--- config.mk ---
export PLATFORM = sky130hd
export DESIGN_NAME = cat_timebase
export DESIGN_NICKNAME = d
export VERILOG_FILES = /design/src/design/cat_pkg.sv /design/src/design/cat_timebase.sv
export VERILOG_INCLUDE_DIRS = /design/src /design/src/design
export SDC_FILE = /design/constraint.sdc
export NUM_CORES = 1
export LEC_CHECK = 0
export BUFFER_PORTS_ARGS = -buffer_cell sky130_fd_sc_hd__buf_2
export CORE_ASPECT_RATIO = 1.1
export CORE_MARGIN = 1
export CORE_UTILIZATION = 58
export CTS_BUF_LIST = sky130_fd_sc_hd__clkbuf_16
export DETAILED_ROUTE_END_ITERATION = 10
export GPL_ROUTABILITY_DRIVEN = 1
export PLACE_DENSITY = 0.87
export SETUP_SLACK_MARGIN = 0.02
export SLEW_MARGIN = 20
export SYNTH_ARGS = -nofsm -noshare
export SYNTH_HDL_FRONTEND = slang
export SYNTH_SLANG_ARGS = --single-unit
--- constraint.sdc ---
create_clock -name sys_clk -period 4.1 [get_ports sys_clk]
set_clock_uncertainty 0.1 [all_clocks]
set_input_delay 1.23 -clock sys_clk [delete_from_list [all_inputs] [get_ports sys_clk]]
set_output_delay 1.23 -clock sys_clk [all_outputs]
set_load 0.03 [all_outputs]
--- src/design/cat_consts.svh ---
// register offsets, field positions, reset values and timing counts of the counter array timebase
`ifndef CAT_CONSTS_SVH
`define CAT_CONSTS_SVH
// register offsets (8-bit address space)
`define CAT_ADDR_COUNT_LOW   8'h00
`define CAT_ADDR_COUNT_HIGH  8'h01
`define CAT_ADDR_MODE        8'h02
`define CAT_ADDR_MODULE_EN   8'h03
// counter_mode_reg fields
`define CAT_MODE_IDLE_BIT    7
`define CAT_MODE_WDOG_BIT    6
`define CAT_MODE_TBS_HI      3
`define CAT_MODE_TBS_LO      1
`define CAT_MODE_OVIE_BIT    0
`define CAT_MODE_FLAG_BIT    5
// reset values: watchdog on, all else cleared
`define CAT_MODE_RESET       8'h40
`define CAT_MODULE_EN_RESET  6'h00
// timing counts: divider terminal counts in system clocks, oscillator divide in oscillator rising edges
`define CAT_DIV12_COUNT      4'hb
`define CAT_DIV4_COUNT       4'h3
`define CAT_EXT_OSC_DIV      3'h7
`endif

--- src/design/cat_pkg.sv ---
// types of the counter array timebase
package cat_pkg;
  typedef enum logic [2:0] {
    CAT_TB_DIV12   = 3'h0,
    CAT_TB_DIV4    = 3'h1,
    CAT_TB_TMR0    = 3'h2,
    CAT_TB_EXT_PIN = 3'h3,
    CAT_TB_SYSCLK  = 3'h4,
    CAT_TB_EXT_OSC = 3'h5,
    CAT_TB_RSVD6   = 3'h6,
    CAT_TB_RSVD7   = 3'h7
  } cat_timebase_e;
endpackage

--- src/design/cat_timebase.sv ---
// shared 16-bit free-running counter of the programmable counter array
//
// Contract
// - count is one 16-bit counter read as high and low byte registers
// - reading low byte latches high byte; next high read returns that snapshot
// - reads never disturb counting
// - rollover from all-ones to zero sets the overflow flag
// - interrupt request while overflow flag and its enable are both set
// - flag stays set until software writes it to zero
// - idle control clear: counter keeps running in idle mode
// - select codes: div12, div4, timer0 overflow, sysclk; 110/111 reserved
// - code 011 counts falling edges on the external count pin
// - code 101 counts external oscillator divided by 8, synchronized
// - count shared with six capture/compare modules, each with an io line
// - module 5 starts as watchdog after every reset
// - watchdog active restricts access to some registers
//
// The implementer's own choices: the register offsets and the strobed register port.
`timescale 1ns/100ps
`include "cat_consts.svh"

module cat_timebase (
  input  wire logic        sys_clk,
  input  wire logic        rst_b,
  input  wire logic [7:0]  reg_addr,
  input  wire logic [7:0]  reg_wdata,
  input  wire logic        reg_wr,
  input  wire logic        reg_rd,
  output logic      [7:0]  reg_rdata,
  input  wire logic        cpu_idle,
  input  wire logic        tmr0_overflow,
  input  wire logic        ext_count_input,
  input  wire logic        ext_osc_clk,
  output logic      [15:0] prog_counter_array,
  output logic      [5:0]  module_enable,
  output logic             watchdog_mode,
  output logic             counter_irq
);

  // =====================================================================
  // registers
  logic [15:0] count_q;
  logic [7:0]  snap_high_q;
  logic        flag_q;
  logic        ovie_q;
  logic        idle_halt_ctrl_q;
  logic        watchdog_q;
  logic [2:0]  tbs_q;
  logic [5:0]  mod_en_q;
  logic [7:0]  rdata_q;
  logic [3:0]  div_cnt_q;
  logic [1:0]  pin_sync_q;
  logic        pin_prev_q;
  logic [1:0]  osc_sync_q;
  logic        osc_prev_q;
  logic [2:0]  osc_div_q;

  logic        tick;
  logic        run;
  logic        rollover;
  logic        wr_mode;
  logic        div12_tick;
  logic        div4_tick;
  logic        pin_fall;
  logic        osc_rise;
  logic        osc_tick;

  assign wr_mode = reg_wr && (reg_addr == `CAT_ADDR_MODE);

  // =====================================================================
  // timebase sources
  // one free divider serves both divided rates; div4 uses its low bits
  always_ff @(posedge sys_clk or negedge rst_b) begin
    if (!rst_b) begin
      div_cnt_q <= 4'h0;
    end else if (div_cnt_q == `CAT_DIV12_COUNT) begin
      div_cnt_q <= 4'h0;
    end else begin
      div_cnt_q <= div_cnt_q + 4'h1;
    end
  end

  assign div12_tick = (div_cnt_q == `CAT_DIV12_COUNT);
  assign div4_tick  = (div_cnt_q[1:0] == 2'(`CAT_DIV4_COUNT));

  // pin is asynchronous: two flops before the edge detector
  always_ff @(posedge sys_clk or negedge rst_b) begin
    if (!rst_b) begin
      pin_sync_q <= 2'h3;
      pin_prev_q <= 1'b1;
    end else begin
      pin_sync_q <= {pin_sync_q[0], ext_count_input};
      pin_prev_q <= pin_sync_q[1];
    end
  end

  assign pin_fall = pin_prev_q && !pin_sync_q[1];

  // oscillator sampled as a level; each rising edge counted, every eighth one ticks
  always_ff @(posedge sys_clk or negedge rst_b) begin
    if (!rst_b) begin
      osc_sync_q <= 2'h0;
      osc_prev_q <= 1'b0;
      osc_div_q  <= 3'h0;
    end else begin
      osc_sync_q <= {osc_sync_q[0], ext_osc_clk};
      osc_prev_q <= osc_sync_q[1];
      if (osc_rise) begin
        osc_div_q <= osc_div_q + 3'h1;
      end
    end
  end

  assign osc_rise = osc_sync_q[1] && !osc_prev_q;
  assign osc_tick = osc_rise && (osc_div_q == `CAT_EXT_OSC_DIV);

  always_comb begin
    unique case (cat_pkg::cat_timebase_e'(tbs_q))
      cat_pkg::CAT_TB_DIV12:   tick = div12_tick;
      cat_pkg::CAT_TB_DIV4:    tick = div4_tick;
      cat_pkg::CAT_TB_TMR0:    tick = tmr0_overflow;
      cat_pkg::CAT_TB_EXT_PIN: tick = pin_fall;
      cat_pkg::CAT_TB_SYSCLK:  tick = 1'b1;
      cat_pkg::CAT_TB_EXT_OSC: tick = osc_tick;
      cat_pkg::CAT_TB_RSVD6:   tick = 1'b0;
      cat_pkg::CAT_TB_RSVD7:   tick = 1'b0;
    endcase
  end

  // =====================================================================
  // counter
  // idle gating: halted only when both idle and the halt control are set
  assign run      = !(cpu_idle && idle_halt_ctrl_q);
  assign rollover = run && tick && (count_q == 16'hffff);

  // reads feed nothing here, so counting is unaffected by them
  always_ff @(posedge sys_clk or negedge rst_b) begin
    if (!rst_b) begin
      count_q <= 16'h0000;
    end else if (run && tick) begin
      count_q <= count_q + 16'h0001;
    end
  end

  assign prog_counter_array = count_q;

  // snapshot of the high byte taken on a low-byte read
  always_ff @(posedge sys_clk or negedge rst_b) begin
    if (!rst_b) begin
      snap_high_q <= 8'h00;
    end else if (reg_rd && (reg_addr == `CAT_ADDR_COUNT_LOW)) begin
      snap_high_q <= count_q[15:8];
    end
  end

  // =====================================================================
  // overflow flag: hardware set wins over a software clear in the same cycle
  always_ff @(posedge sys_clk or negedge rst_b) begin
    if (!rst_b) begin
      flag_q <= 1'b0;
    end else if (rollover) begin
      flag_q <= 1'b1;
    end else if (wr_mode) begin
      flag_q <= reg_wdata[`CAT_MODE_FLAG_BIT];
    end
  end

  assign counter_irq = flag_q && ovie_q;

  // =====================================================================
  // mode register and module enables
  // watchdog set after every reset; while on, selection and idle fields are locked
  always_ff @(posedge sys_clk or negedge rst_b) begin
    if (!rst_b) begin
      watchdog_q       <= 1'(`CAT_MODE_RESET >> `CAT_MODE_WDOG_BIT);
      idle_halt_ctrl_q <= 1'b0;
      tbs_q            <= 3'h0;
      ovie_q           <= 1'b0;
    end else if (wr_mode) begin
      watchdog_q <= reg_wdata[`CAT_MODE_WDOG_BIT];
      ovie_q     <= reg_wdata[`CAT_MODE_OVIE_BIT];
      if (!watchdog_q) begin
        idle_halt_ctrl_q <= reg_wdata[`CAT_MODE_IDLE_BIT];
        tbs_q            <= reg_wdata[`CAT_MODE_TBS_HI:`CAT_MODE_TBS_LO];
      end
    end
  end

  assign watchdog_mode = watchdog_q;

  // module 5 enable is forced while the watchdog runs
  always_ff @(posedge sys_clk or negedge rst_b) begin
    if (!rst_b) begin
      mod_en_q <= `CAT_MODULE_EN_RESET;
    end else if (reg_wr && (reg_addr == `CAT_ADDR_MODULE_EN) && !watchdog_q) begin
      mod_en_q <= reg_wdata[5:0];
    end
  end

  assign module_enable = {mod_en_q[5] | watchdog_q, mod_en_q[4:0]};

  // =====================================================================
  // read data, valid the cycle after the strobe only
  always_ff @(posedge sys_clk or negedge rst_b) begin
    if (!rst_b) begin
      rdata_q <= 8'h00;
    end else if (reg_rd) begin
      unique case (reg_addr)
        `CAT_ADDR_COUNT_LOW:  rdata_q <= count_q[7:0];
        `CAT_ADDR_COUNT_HIGH: rdata_q <= snap_high_q;
        `CAT_ADDR_MODE:       rdata_q <= {idle_halt_ctrl_q, watchdog_q, flag_q, 1'b0, tbs_q, ovie_q};
        `CAT_ADDR_MODULE_EN:  rdata_q <= {2'h0, module_enable};
        default:              rdata_q <= 8'h00;
      endcase
    end else begin
      rdata_q <= 8'h00;
    end
  end

  assign reg_rdata = rdata_q;

endmodule

# After elaboration in Yosys (flattened, before gate mapping)

Cells that the tools add are included.

Flip-flop bits (word level): 58
Output and inout port bits: 32
Word-level logic and storage cells: 60

Add/sub/neg operators: 3
Equality and inequality tests: 14
Multiplexer cells: 6
Bitwise operators: 2
Reductions and logical operators: 20

Operators by type and width:

| operator                                                         | count |
|---|---|
| 8-bit case mux with 4 select lines                               | 1 |
| 16-bit by 1-bit adder with 16-bit output (second input constant) | 1 |
| 16-bit == test (second input constant)                           | 1 |
| 8-bit by 2-bit == test with 1-bit output (second input constant) | 2 |
| 3-bit == test (second input constant)                            | 5 |
| 1-bit logical AND                                                | 11 |
| 8-bit by 1-bit == test with 1-bit output (second input constant) | 1 |
| 8-bit zero test                                                  | 1 |
| 8-bit 2-to-1 mux                                                 | 1 |
| 1-bit case mux with 7 select lines                               | 1 |
| 3-bit by 2-bit == test with 1-bit output (second input constant) | 2 |
| 4-bit by 1-bit adder with 4-bit output (second input constant)   | 1 |
| 4-bit == test (second input constant)                            | 1 |
| 1-bit zero test                                                  | 4 |
| 4-bit 2-to-1 mux                                                 | 1 |
| 3-bit by 1-bit adder with 3-bit output (second input constant)   | 1 |
| 3-bit by 1-bit == test with 1-bit output (second input constant) | 1 |
| 3-bit zero test                                                  | 1 |
| 2-bit == test (second input constant)                            | 1 |
| 1-bit 2-to-1 mux                                                 | 2 |
| 2-bit AND reduction                                              | 1 |
| 2-bit nonzero test                                               | 1 |
| 2-bit OR reduction                                               | 1 |
| 1-bit NOT                                                        | 1 |
| 1-bit bitwise OR                                                 | 1 |

# Depth between registers and ports, before layout

Depth in word-level cells: 7
Mapped depth: 9
Mapped depth without buffers: 7

# Worst setup path before layout

Ideal clock, no wire load.

Kind: input port to flip-flop
Start: input reg_addr[5]
End: register idle_halt_ctrl_q
Setup time: 0.125 ns
Data arrival time: 2.613 ns
Data required time: 3.875 ns
Slack: 1.262 ns
Stages on the path: 4
Path through: or4_4 -> nor4_4 -> and2_0 -> mux2_2

Longest elaborated chain between the ends: 3

RTL lines:

| what                                     | line                | text |
|---|---|---|
| from (decl)                              | cat_timebase.sv:25  | `input wire logic [7:0] reg_addr,` |
| 8-bit by 2-bit == test with 1-bit output | --                  |  |
| 1-bit logical AND                        | cat_timebase.sv:68  | `` assign wr_mode = reg_wr && (reg_addr == `CAT_ADDR_MODE); `` |
| 2-bit AND reduction (no source line)     | --                  |  |
| to (signal assigned)                     | cat_timebase.sv:183 | `` idle_halt_ctrl_q <= reg_wdata[`CAT_MODE_IDLE_BIT]; `` |
| to (decl)                                | cat_timebase.sv:46  | `logic idle_halt_ctrl_q;` |

Every way passes these cells.
A chain may end at the register's enable or synchronous reset.

# Final worst setup path

Start: input reg_addr[5]
End: register tbs_q[1]

Longest elaborated chain between the ends: 3

RTL lines:

| what                                     | line                | text |
|---|---|---|
| 8-bit by 2-bit == test with 1-bit output | --                  |  |
| 1-bit logical AND                        | cat_timebase.sv:68  |  |
| 2-bit AND reduction (no source line)     | --                  |  |
| to (signal assigned)                     | cat_timebase.sv:184 | `` tbs_q <= reg_wdata[`CAT_MODE_TBS_HI:`CAT_MODE_TBS_LO]; `` |
| to (decl)                                | cat_timebase.sv:48  | `logic [2:0] tbs_q;` |

Every way passes these cells.

==> flow_summary.toml <==
[status]
status = "finished clean"

[sta]
setup_viol = 0
hold_violations = 0
tns_ns = 0
period_needed_ns = 2.784
rsz0062_at_grt = "false"
finalMaxSlewViolations = 0
fin_crit_sh = 0.6791
max_freq_mhz = 359.1
maxSlewHeadroom = 0.5990
worst_slack_ns = 1.316
tightest_slew_ns = 0.6016

[run]
cap_viol_max_count = 0

[global_routing]
grt_max_degree = 33
grt_overflow = 0
antenna_found_initial = 0
grt_util_met2 = 0.3986
grt_pass1_wl_mm = 8.811
first_global_vias = 1789
top_usage_layer = "met2"
grtUsageMet1 = 0.3479
use_met3 = 0.06210
grtUsageTotal = 0.2619

[floorplanning]
core_area_sq_um = 4084
die_x_um = 65.35
die_h_um = 71.68
ios = 56
rows = 24
initial_core_util = 0.6268
die_area_sq_um = 4684

[synthesis]
synth_cells = 197
yosysSeqAreaShare = 0.5689
synth_top_area_frac = 0.5279
synth_nets = 225
synth.avg_cell_area_sq_um = 12.99
synth_top_area_cell = "dfrtp_1"
ys_async_sr_fraction = 1.000
synth_edf_count = 0
yosys_most_used_dff = "dfrtp_1"
mappedNetlistArea_sq_um = 2560
yosys_warnings = 0
yosysUniqueCellTypes = 36
ys_ff_latch = 58
yosys-top-cells-area = "dfrtp_1 (53%), mux2_2 (13%), xnor2_1 (5.1%), dfstp_2 (4.1%), ha_1 (2.0%)"

[clock_network]
cts_setup_buffers = 0
clkLatencyLatePin_ns = 0.32
cts_resized = 0
cts-root-buf = "clkbuf_16"
ctsLongestPathBuffers = 2
clkTransAtPathRegs_ns = 0.05
cts_buffers = 9
hold_buffers = 0
cts_tree = "built"
cts.sinks = 58
cts_max_level = 3

[finish]
layout_common_cells = "buf_2 (55), dfrtp_1 (54), mux2_2 (29)"
final_cell_count_no_fill = 310
fill_cells = 272
drive_above_1_share = 0.4264
syn_to_final_growth_pct = 21.02
final_area_sq_um = 3098
antennaDiodeCount = 0
design.final.nets = 281
layout_commonest_cell = "buf_2"

[power]
finalPower_uw = 1522
power_density_nw_per_um2 = 491.3
peakVddDrop_mv = 0.4329
cellLeakagePower_uw = 0.001577

[min_path]
hp-class = "reg -> reg"

[worst_setup_path]
path_cells = "buf_2 -> or4_4 -> nor4_4 -> and2_0 -> mux2_2"
crit_required_ns = 4.20
max_stage_delay_ns = 0.55
end_kind = "register"
worstPathArrival_ns = 2.89
crit_path_max_fanout = 5
worst-setup-path-type = "in -> reg"
crit_slowest_cell = "or4_4"
start_kind = "primary input"

[placement]
place_hpwl_mm = 3.708
place_area_sq_um = 2844
dpl.cell_count = 294
gp_routability_congestion = 0.7712
place.port_buffers = 55
dp_slack_ns = 1.002

[drt]
drt_iter0_drc = 107
avgRoutedWirePerCell_um = 17.14
route.vias.total = 1763
wirelength_mm = 5.312
drt_pass1_iterations = 4
vias_per_cell = 5.687
drtAntennaViolNets = 0
drc = 0
==> worst max-delay path: cells and delay by family <==
kind | cells | cell delay [ns]
buffers and inverters | 1 | 0.09
AND/OR/NAND/NOR | 3 | 1.19
multiplexers | 1 | 0.37
==> metrics by stage <==
step | utilization | hold slack [ns]
final | 0.7586 | 0.2470
after global routing | 0.7586 | 0.2537
after CTS | 0.7586 | 0.2521
after detailed placement | 0.6964 | 0.2411
after global placement | 0.6964 | 0.2348
after floorplan | - | 0.2312
==> flip-flops by register name (all words and copies together), names as in the netlist <==
| register | count |
|---|---|
| tbs_q | 3 |
| pin_sync_q | 2 |
| osc_sync_q | 2 |
| flag_q | 1 |
| osc_prev_q | 1 |
| prog_counter_array | 16 |
| pin_prev_q | 1 |
| snap_high_q | 8 |
| mod_en_q | 6 |
| div_cnt_q | 4 |
| ovie_q | 1 |
| watchdog_mode | 1 |
| idle_halt_ctrl_q | 1 |
| reg_rdata | 8 |
| osc_div_q | 3 |
==> synthesized netlist by cell type, types with 5 or more instances <==
library cell,instances
mux2_2,29
nor2_1,9
nand4_1,7
nand2_1,8
dfrtp_1,54
and3_1,6
a21oi_1,5
buf_4,5
xnor2_1,15
nand3_1,6
==> routing by layer <==
layer  part of all wire  wire length [um]
met5                  0                 0
met4              0.023               121
met3              0.048               257
met2               0.50              2649
met1               0.43              2284
==> cell families (layout without fill, tap and decap cells) <==
family / Yosys count / in the layout / share of synthesized area
and+or+nand+nor: 57 / 57 / 0.1339
DFF: 58 / 58 / 0.5689
muxes: 33 / 33 / 0.1530
AOI/OAI and AO/OA: 15 / 15 / 0.03861
xor gates and xnor gates: 17 / 17 / 0.05817
buffers and inverters: 13 / 74 / 0.02786
adders and majority gates: 4 / 4 / 0.01955
==> worst paths after layout <==
check	from	end	slack, ns	cells past startpoint
worst min register to register	osc_sync_q[0]	osc_sync_q[1]	0.25	0
worst min-delay path	osc_sync_q[0]	osc_sync_q[1]	0.25	0
max in group asynchronous	rst_b	pin_sync_q[0]	2.22	2
min in group asynchronous	rst_b	prog_counter_array[10]	0.82	1
worst max register to register	osc_div_q[0]	prog_counter_array[1]	1.89	6
worst max-delay path	reg_addr[5]	tbs_q[1]	1.32	5
==> where the power goes <==
part | total, uW | leakage (uW) | switching [uW] | internal, uW
logic | 210 | 0.000674 | 123 | 86.4
registers | 684 | 0.000769 | 61.7 | 622
clock network | 628 | 0.000134 | 235 | 393
total | 1520 | 0.00158 | 420 | 1100
==> cell type report <==
class	instances	area, sq um	area share
Sequential cell	58	1456	0.4701
Clock inverter	7	28.78	0.009289
Clock buffer	9	225.2	0.07270
Inverter	2	7.507	0.002423
Multi-Input combinational cell	126	1032	0.3332
Timing Repair Buffer	56	282.8	0.09128
Tap cell	52	65.06	0.02100
No activity file was read; power rests on OpenSTA's default activity.
